### config.mk
export PLATFORM = sky130hd
export DESIGN_NAME = pss_sequencer
export DESIGN_NICKNAME = d
export VERILOG_FILES = /design/src/include/pss_pkg.sv /design/src/core/pss_sequencer.sv
export SDC_FILE = /design/constraint.sdc
export NUM_CORES = 1
export LEC_CHECK = 0
export BUFFER_PORTS_ARGS = -buffer_cell sky130_fd_sc_hd__buf_2
export CORE_MARGIN = 2
export CORE_UTILIZATION = 55
export DETAILED_ROUTE_END_ITERATION = 8
export PLACE_DENSITY_LB_ADDON = 0.25
export SETUP_SLACK_MARGIN = 0.4
export SYNTH_ARGS = -nofsm -noshare
export SYNTH_HDL_FRONTEND = slang
export SYNTH_SLANG_ARGS = --single-unit
### constraint.sdc
create_clock -name ref_clk -period 7.27 [get_ports ref_clk]
set_input_delay 0.727 -clock ref_clk [delete_from_list [all_inputs] [get_ports ref_clk]]
set_output_delay 0.727 -clock ref_clk [all_outputs]
set_load 0.03 [all_outputs]
### src/include/pss_pkg.sv
// Notes on behaviour
// An 8-bit setpoint code selects one of 256 fixed output voltages from lowest to highest.
// Codes map on 12.5 mV steps up to 2.000 V, 25 mV steps to 5.25 V, 50 mV steps to 5.5 V.
// The host groups paralleled converters together before it margins them.
// A nonzero droop setting lowers the regulated target as measured current rises.
// The turn-on delay runs from the turn-on command until the upward ramp starts.
// The turn-on wait is an 8-bit count of 1 ms, 00h giving none and FFh giving 255 ms.
// The turn-off wait is a 6-bit count of 1 ms in bits 5 to 0, from none up to 63 ms.
// The upper two bits of the turn-off wait register always read as zero.
// With falling slew control, the turn-off delay ends when the output reaches zero.
// With slew control, the ramp down starts once the remaining wait equals voltage over rate.
// The host picks a turn-off wait long enough that the wait before ramp-down stays positive.
// Without slew control, both switches turn off when the turn-off wait expires.
// The host programs waits and slew rates by writing the setting registers.
// A 1 ms tick comes from the clock, restarted on the cycle a command is accepted.
package pss_pkg;

   // register addresses
   localparam logic [7:0] ADDR_SLEW = 8'h03;
   localparam logic [7:0] ADDR_ON_WAIT = 8'h05;
   localparam logic [7:0] ADDR_OFF_WAIT = 8'h06;
   localparam logic [7:0] ADDR_TARGET = 8'h07;
   localparam logic [7:0] ADDR_DROOP = 8'h08;

   // reset values
   localparam logic [7:0] RST_SLEW = 8'h08;
   localparam logic [7:0] RST_ON_WAIT = 8'h00;
   localparam logic [5:0] RST_OFF_WAIT = 6'h00;
   localparam logic [7:0] RST_TARGET = 8'h00;
   localparam logic [7:0] RST_DROOP = 8'h00;

   // field layouts
   localparam int OFF_WAIT_W = 6;
   localparam int SLEW_EN_BIT = 3;
   localparam int FALL_LSB = 0;
   localparam int FALL_W = 3;
   localparam logic [7:0] SLEW_MASK = 8'h7F;
   localparam int DROOP_LSB = 0;
   localparam int DROOP_W = 3;
   localparam int DROOP_SHIFT = 2;

   // setpoint decode, in units of 0.5 mV
   localparam logic [7:0] CODE_FINE_END = 8'h78;
   localparam logic [7:0] CODE_MID_END = 8'hFA;
   localparam logic [15:0] FINE_BASE = 16'h03E8;
   localparam logic [15:0] MID_BASE = 16'h0FA0;
   localparam logic [15:0] COARSE_BASE = 16'h2904;
   localparam logic [15:0] FINE_STEP = 16'h0019;
   localparam logic [15:0] MID_STEP = 16'h0032;
   localparam logic [15:0] COARSE_STEP = 16'h0064;

   // timing
   localparam int CLK_PERIOD_NS = 10;
   localparam int TICK_PERIOD_US = 1000;
   localparam int TICK_CYCLES = TICK_PERIOD_US * 1000 / CLK_PERIOD_NS;

   // sequencer states
   typedef enum logic [2:0] {ST_IDLE, ST_ON_WAIT, ST_ON, ST_OFF_WAIT, ST_RAMP_DOWN} pss_state_type;

   // falling slew rate in mV per ms
   function automatic logic [13:0] pss_fall_rate(input logic [2:0] code);
      logic [13:0] rate;
      rate = 14'h0064;
      case (code)
         3'h0: rate = 14'h0064;
         3'h1: rate = 14'h00C8;
         3'h2: rate = 14'h01F4;
         3'h3: rate = 14'h03E8;
         3'h4: rate = 14'h07D0;
         3'h5: rate = 14'h1388;
         default: rate = 14'h206C;
      endcase
      return rate;
   endfunction

endpackage

### src/core/pss_sequencer.sv
`timescale 1ns/1ps
module pss_sequencer
   import pss_pkg::*;
#(
   parameter int unsigned MS_CYCLES = TICK_CYCLES
) (
   // clock and reset
   input wire logic ref_clk,
   input wire logic rstn,
   // register access
   input wire logic [7:0] regAddr,
   input wire logic regWrEn,
   input wire logic [7:0] regWrData,
   input wire logic regRdEn,
   output logic [7:0] regRdData,
   // commands
   input wire logic turnOnCmd,
   input wire logic turnOffCmd,
   // power stage feedback
   input wire logic [7:0] currentCode,
   input wire logic outputAtZero,
   // power stage control
   output logic switchEn,
   output logic rampUpGo,
   output logic rampDownGo,
   output logic offDone,
   output logic [15:0] targetHalfMv
);

   localparam int DIV_W = $clog2(MS_CYCLES + 1);
   localparam logic [DIV_W-1:0] DIV_LAST = DIV_W'(MS_CYCLES - 1);

   logic [7:0] slew_ff;
   logic [7:0] onWait_ff;
   logic [OFF_WAIT_W-1:0] offWait_ff;
   logic [7:0] targetCode_ff;
   logic [7:0] droop_ff;
   logic [7:0] regRdData_ff;
   logic [DIV_W-1:0] divCnt_ff;
   logic [7:0] msLeft_ff;
   pss_state_type state_ff;
   pss_state_type nxt_state;
   logic switchEn_ff;
   logic nxt_switchEn;
   logic rampUpGo_ff;
   logic rampDownGo_ff;
   logic offDone_ff;
   logic [15:0] targetHalfMv_ff;

   // register decode
   wire logic wrSlew = regWrEn && (regAddr == ADDR_SLEW);
   wire logic wrOn = regWrEn && (regAddr == ADDR_ON_WAIT);
   wire logic wrOff = regWrEn && (regAddr == ADDR_OFF_WAIT);
   wire logic wrTarget = regWrEn && (regAddr == ADDR_TARGET);
   wire logic wrDroop = regWrEn && (regAddr == ADDR_DROOP);
   wire logic [7:0] rdMux =
      (regAddr == ADDR_SLEW) ? slew_ff :
      (regAddr == ADDR_ON_WAIT) ? onWait_ff :
      (regAddr == ADDR_OFF_WAIT) ? {2'h0, offWait_ff} :
      (regAddr == ADDR_TARGET) ? targetCode_ff :
      (regAddr == ADDR_DROOP) ? droop_ff : 8'h00;

   // setting registers written by the host
   always_ff @(posedge ref_clk or negedge rstn) begin
      if (!rstn) begin
         slew_ff <= RST_SLEW;
         onWait_ff <= RST_ON_WAIT;
         offWait_ff <= RST_OFF_WAIT;
         targetCode_ff <= RST_TARGET;
         droop_ff <= RST_DROOP;
      end else begin
         if (wrSlew) slew_ff <= regWrData & SLEW_MASK;
         if (wrOn) onWait_ff <= regWrData;
         if (wrOff) offWait_ff <= regWrData[OFF_WAIT_W-1:0];
         if (wrTarget) targetCode_ff <= regWrData;
         if (wrDroop) droop_ff <= regWrData;
      end
   end

   // read data latched on a read strobe
   always_ff @(posedge ref_clk or negedge rstn) begin
      if (!rstn) regRdData_ff <= 8'h00;
      else if (regRdEn) regRdData_ff <= rdMux;
   end

   // setpoint decode over three step sizes
   wire logic [15:0] codeWide = {8'h00, targetCode_ff};
   wire logic [15:0] setpointHalf =
      (targetCode_ff <= CODE_FINE_END) ? FINE_BASE + codeWide * FINE_STEP :
      (targetCode_ff <= CODE_MID_END) ? MID_BASE + (codeWide - {8'h00, CODE_FINE_END}) * MID_STEP :
      COARSE_BASE + (codeWide - {8'h00, CODE_MID_END}) * COARSE_STEP;

   // droop: target falls with measured current
   wire logic [DROOP_W-1:0] droopCode = droop_ff[DROOP_LSB +: DROOP_W];
   wire logic [15:0] dropProd = {{(16 - DROOP_W){1'b0}}, droopCode} * {8'h00, currentCode};
   wire logic [15:0] dropHalf = dropProd >> DROOP_SHIFT;
   wire logic [15:0] nxt_targetHalfMv = (dropHalf >= setpointHalf) ? 16'h0000 :
      setpointHalf - dropHalf;

   // remaining wait against ramp-down time, both in half mV
   wire logic slewEn = slew_ff[SLEW_EN_BIT];
   wire logic [13:0] fallRate = pss_fall_rate(slew_ff[FALL_LSB +: FALL_W]);
   wire logic [20:0] rampNeed = {15'h0000, msLeft_ff[OFF_WAIT_W-1:0]} * {7'h00, fallRate};
   wire logic rampFits = {rampNeed, 1'b0} <= {6'h00, setpointHalf};

   // command acceptance and 1 ms tick
   wire logic acceptOn = turnOnCmd && (state_ff == ST_IDLE);
   wire logic acceptOff = turnOffCmd && ((state_ff == ST_ON) || (state_ff == ST_ON_WAIT));
   wire logic accept = acceptOn || acceptOff;
   wire logic tick = (divCnt_ff == DIV_LAST);
   wire logic waitDone = (msLeft_ff == 8'h00);

   // divider restarted by each accepted command
   always_ff @(posedge ref_clk or negedge rstn) begin
      if (!rstn) divCnt_ff <= '0;
      else if (accept || tick) divCnt_ff <= '0;
      else divCnt_ff <= divCnt_ff + 1'b1;
   end

   // millisecond wait counter
   always_ff @(posedge ref_clk or negedge rstn) begin
      if (!rstn) msLeft_ff <= 8'h00;
      else if (acceptOn) msLeft_ff <= onWait_ff;
      else if (acceptOff) msLeft_ff <= {2'h0, offWait_ff};
      else if (tick && !waitDone) msLeft_ff <= msLeft_ff - 8'h01;
   end

   // sequencer next state
   always_comb begin
      nxt_state = state_ff;
      nxt_switchEn = switchEn_ff;
      unique case (state_ff)
         ST_IDLE: begin
            if (acceptOn) nxt_state = ST_ON_WAIT;
         end
         ST_ON_WAIT: begin
            if (acceptOff) nxt_state = ST_OFF_WAIT;
            else if (waitDone) begin
               nxt_state = ST_ON;
               nxt_switchEn = 1'b1;
            end
         end
         ST_ON: begin
            if (acceptOff) nxt_state = ST_OFF_WAIT;
         end
         ST_OFF_WAIT: begin
            if (slewEn && switchEn_ff) begin
               if (rampFits) nxt_state = ST_RAMP_DOWN;
            end else if (waitDone) begin
               nxt_state = ST_IDLE;
               nxt_switchEn = 1'b0;
            end
         end
         ST_RAMP_DOWN: begin
            if (outputAtZero) begin
               nxt_state = ST_IDLE;
               nxt_switchEn = 1'b0;
            end
         end
      endcase
   end

   wire logic upStart = (state_ff == ST_ON_WAIT) && !acceptOff && waitDone;
   wire logic downStart = (state_ff == ST_OFF_WAIT) && (nxt_state == ST_RAMP_DOWN);
   wire logic offEnd = (nxt_state == ST_IDLE) &&
      ((state_ff == ST_OFF_WAIT) || (state_ff == ST_RAMP_DOWN));

   // state and output flops
   always_ff @(posedge ref_clk or negedge rstn) begin
      if (!rstn) begin
         state_ff <= ST_IDLE;
         switchEn_ff <= 1'b0;
         rampUpGo_ff <= 1'b0;
         rampDownGo_ff <= 1'b0;
         offDone_ff <= 1'b0;
         targetHalfMv_ff <= 16'h0000;
      end else begin
         state_ff <= nxt_state;
         switchEn_ff <= nxt_switchEn;
         rampUpGo_ff <= upStart;
         rampDownGo_ff <= downStart;
         offDone_ff <= offEnd;
         targetHalfMv_ff <= nxt_targetHalfMv;
      end
   end

   assign regRdData = regRdData_ff;
   assign switchEn = switchEn_ff;
   assign rampUpGo = rampUpGo_ff;
   assign rampDownGo = rampDownGo_ff;
   assign offDone = offDone_ff;
   assign targetHalfMv = targetHalfMv_ff;

   // checks
   a_setpoint_ends: assert property (@(posedge ref_clk) disable iff (!rstn)
      (targetCode_ff == 8'hFF) |-> (setpointHalf == 16'h2AF8))
      else $error("top setpoint code does not give 5.5 V");
   a_subrange_joint: assert property (@(posedge ref_clk) disable iff (!rstn)
      (targetCode_ff == 8'hFB) |-> (setpointHalf == 16'h2968))
      else $error("coarse range does not start at 5.3 V");
   a_droop_lowers: assert property (@(posedge ref_clk) disable iff (!rstn)
      (droopCode != '0 && currentCode >= 8'h04) |=> (targetHalfMv < $past(setpointHalf)))
      else $error("droop did not lower the target");
   a_on_wait_load: assert property (@(posedge ref_clk) disable iff (!rstn)
      (turnOnCmd && state_ff == ST_IDLE) |=>
      (state_ff == ST_ON_WAIT && msLeft_ff == $past(onWait_ff) && divCnt_ff == '0))
      else $error("turn-on command not accepted into the wait");
   a_on_wait_end: assert property (@(posedge ref_clk) disable iff (!rstn)
      (state_ff == ST_ON_WAIT && msLeft_ff == 8'h00 && !turnOffCmd) |=> (rampUpGo && switchEn))
      else $error("ramp up missed at end of turn-on wait");
   a_off_read_zero: assert property (@(posedge ref_clk) disable iff (!rstn)
      (regRdEn && regAddr == ADDR_OFF_WAIT) |=> (regRdData[7:6] == 2'h0))
      else $error("unused turn-off wait bits read nonzero");
   a_slew_ramp_start: assert property (@(posedge ref_clk) disable iff (!rstn)
      (state_ff == ST_OFF_WAIT && slewEn && switchEn && rampFits) |=> rampDownGo ##1 !rampDownGo)
      else $error("ramp down not started when wait matched");
   a_slew_off_end: assert property (@(posedge ref_clk) disable iff (!rstn)
      (state_ff == ST_RAMP_DOWN && outputAtZero) |=> (offDone && !switchEn && state_ff == ST_IDLE))
      else $error("turn-off not ended at zero volts");
   a_hard_off: assert property (@(posedge ref_clk) disable iff (!rstn)
      (state_ff == ST_OFF_WAIT && (!slewEn || !switchEn) && msLeft_ff == 8'h00)
      |=> (offDone && !switchEn))
      else $error("switches not turned off at end of wait");
   a_tick_restart: assert property (@(posedge ref_clk) disable iff (!rstn)
      (turnOffCmd && state_ff == ST_ON) |=> (divCnt_ff == '0) ##1 (divCnt_ff == DIV_W'(1)))
      else $error("tick divider not restarted by command");

endmodule // pss_sequencer

==> results of run 1 <==
[layout make-up]
type / count / area (sq um)
inverter: 186 / 698
clock inverter: 7 / 91.3
multi-input combinational: 961 / 8040
antenna: 1 / 2.50
timing repair buffer: 69 / 375
fill: 1774 / 8010
sequential: 93 / 2330
tap: 270 / 338
clock buffer: 9 / 225
[synth_stat cells, types with 5 or more instances]
library cell	count	share of area, %
xnor2_1	55	4.3
nor4_1	5	0.28
a31oi_1	11	0.62
nor2b_1	17	0.95
nand2b_1	18	1.0
nand2_1	83	2.8
inv_1	185	6.2
o21a_1	10	0.67
nand3_1	33	1.5
clkbuf_1	27	0.91
fa_1	64	11
o21bai_1	6	0.40
a21boi_0	5	0.34
nor3b_1	6	0.40
nor2_1	89	3.0
dfrtp_1	92	21
o21ai_0	49	2.2
mux2_2	38	3.8
nand4_1	11	0.62
nor3_1	23	1.0
or2_2	6	0.34
a21oi_1	70	3.1
a211oi_1	12	0.81
ha_1	154	17
a21o_1	13	0.87
mux2i_1	6	0.54
and3_1	14	0.78
and2_1	41	2.3
xor2_1	34	2.7
or3_1	6	0.34
a22oi_1	11	0.74
o22ai_1	9	0.50
[through the flow]
stage / setup WS [ns] / hold slack [ns] / util [%]
CTS: 0.414 / 0.234 / 59.9
global placement: 0.715 / 0.470 / 58.4
detailed placement: 0.449 / 0.479 / 58.4
global route: 0.390 / 0.243 / 60.2
floorplan: 1.29 / 0.431 / -
finish: 0.836 / 0.234 / 60.2
[worst reg2reg max path, delay by kind of cell (launching register included)]
kind,cells,cell delay [ns]
adder cells (fa/ha/maj),6,2.06
AO/OA/AOI/OAI,7,1.56
AND/OR/NAND/NOR,6,1.38
XOR/XNOR,3,0.72
flip-flops,1,0.53
buffers and inverters,2,0.10
[what timing repair did]
item / in CTS / in global routing
endpoints found under the setup margin: 0 / 4
gates resized for setup: 0 / 10
buffers inserted: 0 / 1
[sequential cells by signal, indices dropped and copies added, names as in the netlist]
register	flops
divCnt_ff	17
targetHalfMv	16
droop_ff	8
msLeft_ff	8
onWait_ff	8
regRdData	8
targetCode_ff	8
slew_ff	7
offWait_ff	6
state_ff	3
offDone	1
rampDownGo	1
rampUpGo	1
switchEn	1
[power by group]
group | switching [W] | internal (W)
clock network | 0.000234 | 0.000247
logic | 0.00118 | 0.000830
registers | 0.000121 | 0.000607
[metal layers]
layer | up-vias | wire, microns | GRT usage, %
met3 | 30 | 1190 | 3.66
met5 | - | 0 | 0
met4 | 0 | 527 | 6.21
met1 | 4355 | 11800 | 34.7
met2 | 213 | 12200 | 40.3
li1 | 4421 | - | -
[cell families (layout without fill, tap and decap cells)]
kind of cell / after synthesis / count (layout)
AND/OR/NAND/NOR: 373 / 373
AO/OA/AOI/OAI: 237 / 237
buffers and inverters: 221 / 271
adder cells (fa/ha/maj): 218 / 218
flip-flops: 93 / 93
XOR/XNOR: 89 / 89
multiplexers: 44 / 44
other: 0 / 1
[worst max path at each step]
stage / slack (ns) / to / start
global placement: 0.72 / state_ff[0]$_DFF_PN0_ / targetCode_ff[2]$_DFFE_PN0P_
CTS: 0.41 / state_ff[0]$_DFF_PN0_ / targetCode_ff[3]$_DFFE_PN0P_
finish: 0.84 / state_ff[0]$_DFF_PN0_ / targetCode_ff[4]$_DFFE_PN0P_
global route: 0.39 / state_ff[0]$_DFF_PN0_ / slew_ff[2]$_DFFE_PN0P_
floorplan: 1.29 / state_ff[0]$_DFF_PN0_ / targetCode_ff[1]$_DFFE_PN0P_
detailed placement: 0.45 / state_ff[0]$_DFF_PN0_ / targetCode_ff[3]$_DFFE_PN0P_
==> results by group, run 1 <==
Clocking
  – CTS root buffer: clkbuf_16
  – H-tree depth: 3
  – CTS clk-pin slew, worst paths: roughly 0.070 ns
  – Sink Count: just over 90
  – Post-CTS Hold Buffers: 0
  – CTS tree: yes
  – Maximum clock path buffer count: 2
  – TritonCTS Buffers: 9
  – Clock latency on the worst-skew pair: around 0.35 ns

Logic synthesis
  – Number of synthesized flops with an enable pin: 0
  – Sequential area share after synthesis: 20.8%
  – XOR/XNOR share of the synthesized area: approximately 7.0%
  – Mux cell area share after synthesis: about 4.4%
  – FF+latch count, synth: 93
  – Asr flop ratio synth: between 90% and 100%
  – Post-synthesis cell area: 11,200 sq um
  – Post-synthesis area per instance: 8.76 sq um
  – Post-synthesis cell count: 1,275
  – Combinational family with the most area after synthesis: adder cells
  – Yosys cell types: 71
  – Main synth FF type: dfrtp_1
  – Post-Synth Adder-Cell Area: between 20 and 30%
  – Simple-Gate Fraction of Synth Area: between 10% and 20%
  – Yosys warns: 0
  – Synth Net Count: around 1,500
  – Compound-Gate Fraction of Synth Area: ~14%

Die
  – # rows: 52
  – Die area: ~21,000 sq um
  – Die width: roughly 150 microns
  – Number of placed I/O pins: between 50 and 60
  – Core footprint: between 20,000 and 25,000 sq um
  – Chip height: 147 microns
  – Starting density of the core: 55.6%

Setup path
  – Critical path, cell by cell: ha_1, nand2_1, xnor2_1, ha_1, ha_1, inv_1, fa_1, inv_1, ha_1, or3_1, or2_2, o22ai_2, xor2_1, a311oi_1, xor2_1, a22oi_1, ha_1, and4_1, nand4_1, a21oi_1, a211oi_1, a211oi_1, nand4_1, a31o_2
  – CP Capture Type: flip-flop
  – Slowest stage delay, CP: ~0.53 ns
  – Worst Path Arrival: approximately 6.7 ns
  – Critical-path top delay cell: dfrtp_1
  – Levels on crit path: 24
  – CP dominant cell by count: ha_1
  – Crit path buf inv count: 2
  – R2R Setup Slk: 0.84 ns
  – Crit Reg-Reg Endpoint: state_ff[0]$_DFF_PN0_
  – Critical path launch point type: flip-flop
  – CP delay by family, top: adder cells
  – Req. time, crit path: 7.51 ns
  – CP Max Fanout: 8
  – Reg2reg start: targetCode_ff[4]$_DFFE_PN0P_
  – Worst Reg2Reg Path Length in Cells: 24
  – Critical path type: reg2reg

Routing
  – Via count: ~9,000
  – Final WL: 25,700 microns
  – WL/cell: ~16 microns
  – Pre-antenna DRT Iters: 5
  – DR vias/cell: between 5 and 6
  – Drt drc: 0
  – Post-DRT Antenna Nets: 0
  – Initial drt markers: between 400 and 500

Finish
  – Most common cell after layout, fill and taps aside: inv_1
  – Commonest non-fill, non-tap cells in the layout: inv_1 (185), ha_1 (153), dfrtp_1 (90)
  – NumNets Final: 1,569
  – Syn-to-layout area delta: 8.34%
  – Post-route cell area: approximately 12,000 sq um
  – Post-Layout Cell Count: around 1,600
  – Share of layout cells above drive strength 1: between 10% and 20%

Global route
  – First-pass GRT wire length: 43,200 microns
  – Overflow after GRT: 0
  – Initial antenna violation count: 1
  – Largest net degree at the start of global routing: 78
  – GR Util All Layers: roughly a quarter
  – Vias in the first global route: between 8,000 and 9,000

Power
  – Peak supply drop: between 0.15 and 0.2 mV
  – Power per Cell Area: 266 nW/um^2
  – Final Total Pwr: ~0.0032 W
  – Leakage Power: 6.06 nW

Hold path
  – Worst Hold Class: in2async

Placement
  – Dpl hpwl: 20,700 microns
  – Placement Cell Area: roughly 12,000 sq um
  – Routability cong.: 0.885
  – Dpl cells: roughly 1,600
  – Input/output buffers: 58

STA
  – Final min period: ~6.4 ns
  – Pins Over Slew Limit: 0
  – Tcrit/Tclk final: between 80 and 90%
  – Fmax: roughly 0.16 GHz
  – Final Hold Viols: 0
  – RSZ-0062 raised after global routing: no
  – Final setup violating endpoints: 0
  – Clock skew: between 0.01 and 0.015 ns
  – Worst slew pin tran: around 1.1 ns
  – Sum Neg Setup Slack: 0 ns
  – Worst rel slew slack: slightly below 30%

Job
  – Maxcap violations: 0

Outcome
  – Status: completed
(Power assumes the default switching activity.)
==> run 2, diff against run 1 <==
--- a/config.mk
+++ b/config.mk
@@ -9,7 +9,7 @@
 export CORE_MARGIN = 2
 export CORE_UTILIZATION = 55
 export DETAILED_ROUTE_END_ITERATION = 8
-export PLACE_DENSITY_LB_ADDON = 0.25
+export PLACE_DENSITY = 0.73
 export SETUP_SLACK_MARGIN = 0.4
 export SYNTH_ARGS = -nofsm -noshare
 export SYNTH_HDL_FRONTEND = slang
==> run 2 against run 1 <==
Compared with the run above:
- final cell count shrank 0.13%
- largest power group unchanged
- first-iteration DRC count grew 15%
- core utilization shrank 0.19 points
- flip-flop and latch count is the same
- hold slack gained 0.0083 ns
- die area is the same
- clock skew shrank 0.0013 ns
- critical path depth shrank 4
- total power shrank 0.91%
- via count shrank 0.82%
==> results by group, run 2 (synthesis gave the netlist of run 1 again) <==
Die
  – Die area: 21,500 sq um (unchanged)
  – Chip height: 147 microns (unchanged)
  – Starting density of the core: 55.6% (unchanged)
  – Core footprint: 20,100 sq um (unchanged)
  – Die width: 147 microns (unchanged)
  – # rows: 52 (unchanged)
  – Number of placed I/O pins: 59 (unchanged)

Global route
  – Overflow after GRT: 0 (unchanged)
  – Largest net degree at the start of global routing: 78 (unchanged)
  – First-pass GRT wire length: 43,400 microns (was 43,200 microns)
  – Vias in the first global route: 8,857 (was 8,733)
  – GR Util All Layers: 24.6% (was 24.7%)
  – Initial antenna violation count: 0 (was 1)

STA
  – Worst slew pin tran: 1.21 ns (was 1.06 ns)
  – Pins Over Slew Limit: 0 (unchanged)
  – Tcrit/Tclk final: 88.6% (was 88.5%)
  – Final setup violating endpoints: 0 (unchanged)
  – RSZ-0062 raised after global routing: no (unchanged)
  – Sum Neg Setup Slack: 0 ns (unchanged)
  – Final Hold Viols: 0 (unchanged)
  – Final Hold Slack: 0.242 ns (was 0.234 ns)
  – Fmax: 0.155 GHz (about the same)
  – Worst rel slew slack: 18.8% (was 29.5%)
  – Final min period: 6.44 ns (was 6.43 ns)
  – Clock skew: 0.00969 ns (was 0.0110 ns)

Setup path
  – CP dominant cell by count: fa_1 (was ha_1)
  – Slowest stage delay, CP: 0.70 ns (was 0.53 ns)
  – Critical-path top delay cell: dfrtp_1 (unchanged)
  – Worst Path Arrival: 6.69 ns (was 6.68 ns)
  – Critical path type: reg2reg (unchanged)
  – Critical path, cell by cell: nor2b_1, nand2_1, and2_1, fa_1, inv_1, fa_1, fa_1, inv_1, ha_1, or4_1, or2_2, a31oi_1, xnor2_1, ha_1, nand4_1, a21oi_1, a211oi_1, a211oi_1, nand4_1, a31o_2 (was ha_1, nand2_1, xnor2_1, ha_1, ha_1, inv_1, fa_1, inv_1, ha_1, or3_1, or2_2, o22ai_2, xor2_1, a311oi_1, xor2_1, a22oi_1, ha_1, and4_1, nand4_1, a21oi_1, a211oi_1, a211oi_1, nand4_1, a31o_2)
  – CP Capture Type: flip-flop (unchanged)
  – Req. time, crit path: 7.52 ns (was 7.51 ns)
  – Critical path launch point type: flip-flop (unchanged)
  – CP Max Fanout: 16 (was 8)

Finish
  – # fillers: 1,783 (was 1,774)
  – Biggest register: divCnt_ff (unchanged)
  – Most common cell after layout, fill and taps aside: inv_1 (unchanged)
  – Syn-to-layout area delta: 8.00% (was 8.34%)
  – NumNets Final: 1,568 (was 1,569)
  – Final Util: 60.0% (was 60.2%)
  – Post-Layout Cell Count: 1,594 (was 1,596)
  – Max FFs per register: 17 (unchanged)
  – Commonest non-fill, non-tap cells in the layout: inv_1 (185), ha_1 (153), dfrtp_1 (90) (unchanged)
  – Antenna diode instance count: 0 (was 1)
  – Share of layout cells above drive strength 1: 11.8% (was 11.9%)

Routing
  – Post-DRT Antenna Nets: 0 (unchanged)
  – Pre-antenna DRT Iters: 5 (unchanged)
  – WL/cell: 16.0 microns (was 16.1 microns)
  – Via count: 8,945 (was 9,019)
  – Final WL: 25,500 microns (was 25,700 microns)
  – Drt drc: 0 (unchanged)
  – Initial drt markers: 554 (was 480)
  – DR vias/cell: 5.61 (was 5.65)

Clocking
  – H-tree depth: 3 (unchanged)
  – TritonCTS Buffers: 9 (unchanged)
  – Sink Count: 93 (unchanged)
  – CTS root buffer: clkbuf_16 (unchanged)
  – Clock latency on the worst-skew pair: 0.36 ns (was 0.35 ns)
  – Maximum clock path buffer count: 2 (unchanged)
  – CTS clk-pin slew, worst paths: 0.07 ns (about the same)
  – CTS tree: yes (unchanged)

Placement
  – Input/output buffers: 58 (unchanged)
  – Routability cong.: 0.894 (was 0.885)
  – Dpl hpwl: 20,500 microns (was 20,700 microns)
  – Dpl cells: 1,577 (was 1,578)

Power
  – Power per Cell Area: 264 nW/um^2 (was 266 nW/um^2)
  – Peak supply drop: 0.201 mV (was 0.153 mV)
  – Final Total Pwr: 0.00319 W (was 0.00322 W)
  – Leakage Power: 6.05 nW (was 6.06 nW)

Hold path
  – Worst Hold Class: in2async (unchanged)

Outcome
  – Status: completed (unchanged)

Job
  – Maxcap violations: 0 (unchanged)
-- run 2: cell count changes in the layout (fill, tap and decap cells not counted), sizes merged --
cell | previous run | this run
buf | 69 | 68
diode | 1 | 0
inv | 188 | 190
clkinvlp | 0 | 1
clkinv | 5 | 2
-- run 2: final cells by class --
cell class                 instances  area, sq um  share of cell area (%)
clock buffer                       9          225                    1.87
sequential                        93         2330                    19.3
tap                              270          338                    2.80
timing repair buffer              68          368                    3.05
clock inverter                     7         66.3                   0.550
inverter                         186          698                    5.79
multi-input combinational        961         8040                    66.6
-- run 2: worst max-delay path: cells and delay by family (launching register included) --
kind / cells / cell delay (ns)
AO/OA/AOI/OAI: 5 / 1.04
XOR/XNOR: 1 / 0.11
adder cells (fa/ha/maj): 5 / 2.11
buffers and inverters: 2 / 0.09
flip-flops: 1 / 0.70
AND/OR/NAND/NOR: 7 / 2.30
-- run 2: worst paths after layout --
kind / startpoint / end / slack (ns) / cells after the start
worst min-delay path: rstn / targetHalfMv[6]$_DFF_PN0_ / 0.24 / 1
max in group asynchronous: rstn / targetCode_ff[3]$_DFFE_PN0P_ / 5.73 / 2
min in group ref_clk: divCnt_ff[0]$_DFF_PN0_ / divCnt_ff[0]$_DFF_PN0_ / 0.48 / 1
worst min register to register: divCnt_ff[0]$_DFF_PN0_ / divCnt_ff[0]$_DFF_PN0_ / 0.48 / 1
worst max-delay path: slew_ff[2]$_DFFE_PN0P_ / state_ff[0]$_DFF_PN0_ / 0.83 / 20
worst max register to register: slew_ff[2]$_DFFE_PN0P_ / state_ff[0]$_DFF_PN0_ / 0.83 / 20
-- run 2: timing repair --
| action | in CTS | in global routing |
|---|---|---|
| setup endpoints to repair | 0 | 4 |
| buffers inserted | 0 | 1 |
| gates resized for setup | 0 | 9 |
| hold buffers | 0 | 0 |
-- run 2: stage by stage --
stage,setup WS [ns],area [sq um]
6_report,0.829,12100
5_1_grt,0.409,12100
4_1_cts,0.513,12000
3_5_place_dp,0.516,11700
3_3_place_gp,0.732,11700
2_1_floorplan,1.29,11200
-- run 2: power by group --
part | switching [W] | internal, W
registers | 0.000120 | 0.000607
clock network | 0.000227 | 0.000241
logic | 0.00117 | 0.000824
total | 0.00152 | 0.00167
-- run 2: metal layers --
layer | global-route usage [%] | wire, microns | vias to the layer above
met5 | 0 | 0 | -
met4 | 5.53 | 388 | 0
met3 | 2.59 | 996 | 28
met2 | 40.7 | 12000 | 185
met1 | 35.1 | 12100 | 4317
li1 | - | - | 4415
==> run 3, diff against run 2 <==
--- a/config.mk
+++ b/config.mk
@@ -9,7 +9,7 @@
 export CORE_MARGIN = 2
 export CORE_UTILIZATION = 55
 export DETAILED_ROUTE_END_ITERATION = 8
-export PLACE_DENSITY = 0.73
+export PLACE_DENSITY = 0.84
 export SETUP_SLACK_MARGIN = 0.4
 export SYNTH_ARGS = -nofsm -noshare
 export SYNTH_HDL_FRONTEND = slang
==> run 3 against run 2 <==
Compared with the run above:
- clock power increased by 4.9%
- combinational power is 3% higher
- design area about the same
- sequential power barely moved
- critical endpoint is now state_ff[1]$_DFF_PN0_
- clock-buffer cell count unchanged
- register-to-register slack worse by 0.06 ns
- largest cell class unchanged
- core utilization hardly changed
- flip-flop and latch count unchanged
- via count increased by 2.7%
- sequential share of layout area about the same
- critical path depth up 4
- worst setup slack lost 0.057 ns
==> results by group, run 3 (synthesis gave the netlist of run 1 again) <==
Power
  – Clock power frac: 15.1% (was 14.7%)
  – Net Switching: 0.00158 W (was 0.00152 W)
  – Pint: 0.00168 W (was 0.00167 W)
  – Peak supply drop: 0.144 mV (was 0.201 mV)
  – Power per Cell Area: 270 nW/um^2 (was 264 nW/um^2)
  – Leakage Power: 6.05 nW (about the same)
  – Combinational share of power: 62.6% (was 62.5%)
  – Sequential Power Share: 22.3% (was 22.8%)
  – Sw frac: 48.5% (was 47.6%)

Clocking
  – Maximum clock path buffer count: 2 (unchanged)
  – H-tree depth: 3 (unchanged)
  – Clock latency on the worst-skew pair: 0.36 ns (about the same)
  – TritonCTS Buffers: 9 (unchanged)
  – CTS clk-pin slew, worst paths: 0.08 ns (was 0.07 ns)
  – Sink Count: 93 (unchanged)
  – CTS tree: yes (unchanged)
  – CTS root buffer: clkbuf_16 (unchanged)
  – Post-CTS Hold Buffers: 0 (unchanged)

STA
  – Tcrit/Tclk final: 89.4% (was 88.6%)
  – Worst slew pin tran: 1.24 ns (was 1.21 ns)
  – Final Hold Viols: 0 (unchanged)
  – Final min period: 6.50 ns (was 6.44 ns)
  – RSZ-0062 raised after global routing: no (unchanged)
  – Final setup violating endpoints: 0 (unchanged)
  – Worst rel slew slack: 17.2% (was 18.8%)
  – Fmax: 0.154 GHz (was 0.155 GHz)
  – Sum Neg Setup Slack: 0 ns (unchanged)
  – Clock skew: 0.0110 ns (was 0.00969 ns)
  – Pins Over Slew Limit: 0 (unchanged)

Setup path
  – CP dominant cell by count: fa_1 (unchanged)
  – Levels on crit path: 24 (was 20)
  – Critical path launch point type: flip-flop (unchanged)
  – CP Capture Type: flip-flop (unchanged)
  – Critical path, cell by cell: xor2_1, nor2b_1, nand2_1, fa_1, fa_1, fa_1, inv_1, ha_1, a21o_1, a21oi_1, nor2_1, o21a_1, nor2_1, xnor2_1, ha_1, nand3_1, nor3_1, inv_1, o21ai_0, o221ai_1, a211oi_1, a211oi_1, nand4_1, a2bb2oi_1 (was nor2b_1, nand2_1, and2_1, fa_1, inv_1, fa_1, fa_1, inv_1, ha_1, or4_1, or2_2, a31oi_1, xnor2_1, ha_1, nand4_1, a21oi_1, a211oi_1, a211oi_1, nand4_1, a31o_2)
  – Slowest stage delay, CP: 0.68 ns (was 0.70 ns)
  – Worst Reg2Reg Path Length in Cells: 24 (was 20)
  – Crit path buf inv count: 2 (unchanged)
  – Critical-path top delay cell: dfrtp_1 (unchanged)
  – CP Max Fanout: 16 (unchanged)
  – Critical path type: reg2reg (unchanged)
  – Req. time, crit path: 7.55 ns (was 7.52 ns)
  – Worst Path Arrival: 6.78 ns (was 6.69 ns)
  – CP delay by family, top: adder cells (was simple AND/OR/NAND/NOR gates)

Placement
  – Routability cong.: 0.969 (was 0.894)
  – Placement Cell Area: 11,700 sq um (about the same)
  – Dpl hpwl: 20,900 microns (was 20,500 microns)
  – Input/output buffers: 58 (unchanged)

Finish
  – Biggest register: divCnt_ff (unchanged)
  – Max FFs per register: 17 (unchanged)
  – Syn-to-layout area delta: 8.01% (was 8.00%)
  – Post-route cell area: 12,100 sq um (about the same)
  – Multi-input logic area: 8040 sq um (about the same)
  – # fillers: 1,635 (was 1,783)
  – Seq. cell area: 2330 sq um (about the same)
  – Commonest non-fill, non-tap cells in the layout: inv_1 (185), ha_1 (153), nor2_1 (89), dfrtp_1 (89), nand2_1 (83) (was inv_1 (185), ha_1 (153), dfrtp_1 (90))
  – Share of layout cells above drive strength 1: 11.8% (about the same)
  – NumNets Final: 1,566 (was 1,568)
  – Antenna diode instance count: 0 (unchanged)
  – Most common cell after layout, fill and taps aside: inv_1 (unchanged)

Die
  – Die area: 21,500 sq um (unchanged)
  – Number of placed I/O pins: 59 (unchanged)
  – Core footprint: 20,100 sq um (unchanged)
  – # rows: 52 (unchanged)
  – Chip height: 147 microns (unchanged)
  – Starting density of the core: 55.6% (unchanged)
  – Die width: 147 microns (unchanged)

Outcome
  – Status: completed (unchanged)

Routing
  – WL/cell: 16.3 microns (was 16.0 microns)
  – Initial drt markers: 614 (was 554)
  – Post-DRT Antenna Nets: 0 (unchanged)
  – Final WL: 26,000 microns (was 25,500 microns)
  – Drt drc: 0 (unchanged)
  – Via count: 9,185 (was 8,945)
  – Pre-antenna DRT Iters: 6 (was 5)
  – DR vias/cell: 5.77 (was 5.61)

Job
  – Maxcap violations: 0 (unchanged)

Global route
  – Overflow after GRT: 0 (unchanged)
  – Vias in the first global route: 9,053 (was 8,857)
  – GR Util All Layers: 24.8% (was 24.6%)
  – Largest net degree at the start of global routing: 72 (was 78)
  – Initial antenna violation count: 0 (unchanged)
  – First-pass GRT wire length: 43,500 microns (was 43,400 microns)

Hold path
  – Worst Hold Class: in2async (unchanged)
==> run 3: cell types whose count changed in the layout (fill, tap and decap cells not counted), sizes merged <==
cell	previous run	this run
clkinvlp	1	0
buf	68	66
clkinv	2	3
==> run 3: power by group through the flow <==
stage                     Combinational (W)  Sequential [W]  Clock, W
final                               0.00204        0.000727  0.000490
after global routing                0.00229        0.000742  0.000513
after CTS                           0.00202        0.000722  0.000494
after detailed placement            0.00200        0.000732         0
after global placement              0.00194        0.000725         0
after floorplan                     0.00152        0.000748         0
==> run 3: final timing paths <==
check | from | endpoint | slack, ns
max in group asynchronous | rstn | targetCode_ff[1]$_DFFE_PN0P_ | 5.80
min in group ref_clk | divCnt_ff[0]$_DFF_PN0_ | divCnt_ff[0]$_DFF_PN0_ | 0.48
max | slew_ff[1]$_DFFE_PN0P_ | state_ff[1]$_DFF_PN0_ | 0.77
max reg2reg | slew_ff[1]$_DFFE_PN0P_ | state_ff[1]$_DFF_PN0_ | 0.77
min reg2reg | divCnt_ff[0]$_DFF_PN0_ | divCnt_ff[0]$_DFF_PN0_ | 0.48
min | rstn | targetHalfMv[4]$_DFF_PN0_ | 0.24
==> run 3: layout make-up <==
cell class	instances	share of cell area [%]
inverters	186	5.79
multi-input cells	961	66.6
clock inverters	7	0.653
repair buffers	66	2.93
well taps	270	2.80
clock buffers	9	1.87
flip-flops and latches	93	19.3
==> run 3: repair_timing <==
action	4_1_cts	5_1_grt
endpoints found under the hold margin	0	0
buffers inserted	0	3
resized for setup	0	12
setup endpoints to repair	0	4
==> run 3: metal layers <==
metal	wire [microns]	up-vias	global-route usage [%]
met5	0	-	0
met4	929	0	9.71
met3	1710	62	4.59
met2	11900	285	40.1
met1	11500	4422	33.0
li1	-	4416	-
==> run 3: stage by stage <==
stage	power [W]	hold slack [ns]	utilization, %	setup WS, ns	instances
after floorplan	0.00227	0.431	-	1.29	1275
after global placement	0.00266	0.470	58.2	0.789	1573
after detailed placement	0.00273	0.470	58.2	0.538	1573
after CTS	0.00323	0.248	59.7	0.505	1589
after global routing	0.00355	0.260	60.0	0.401	1592
final	0.00326	0.240	60.0	0.772	1592
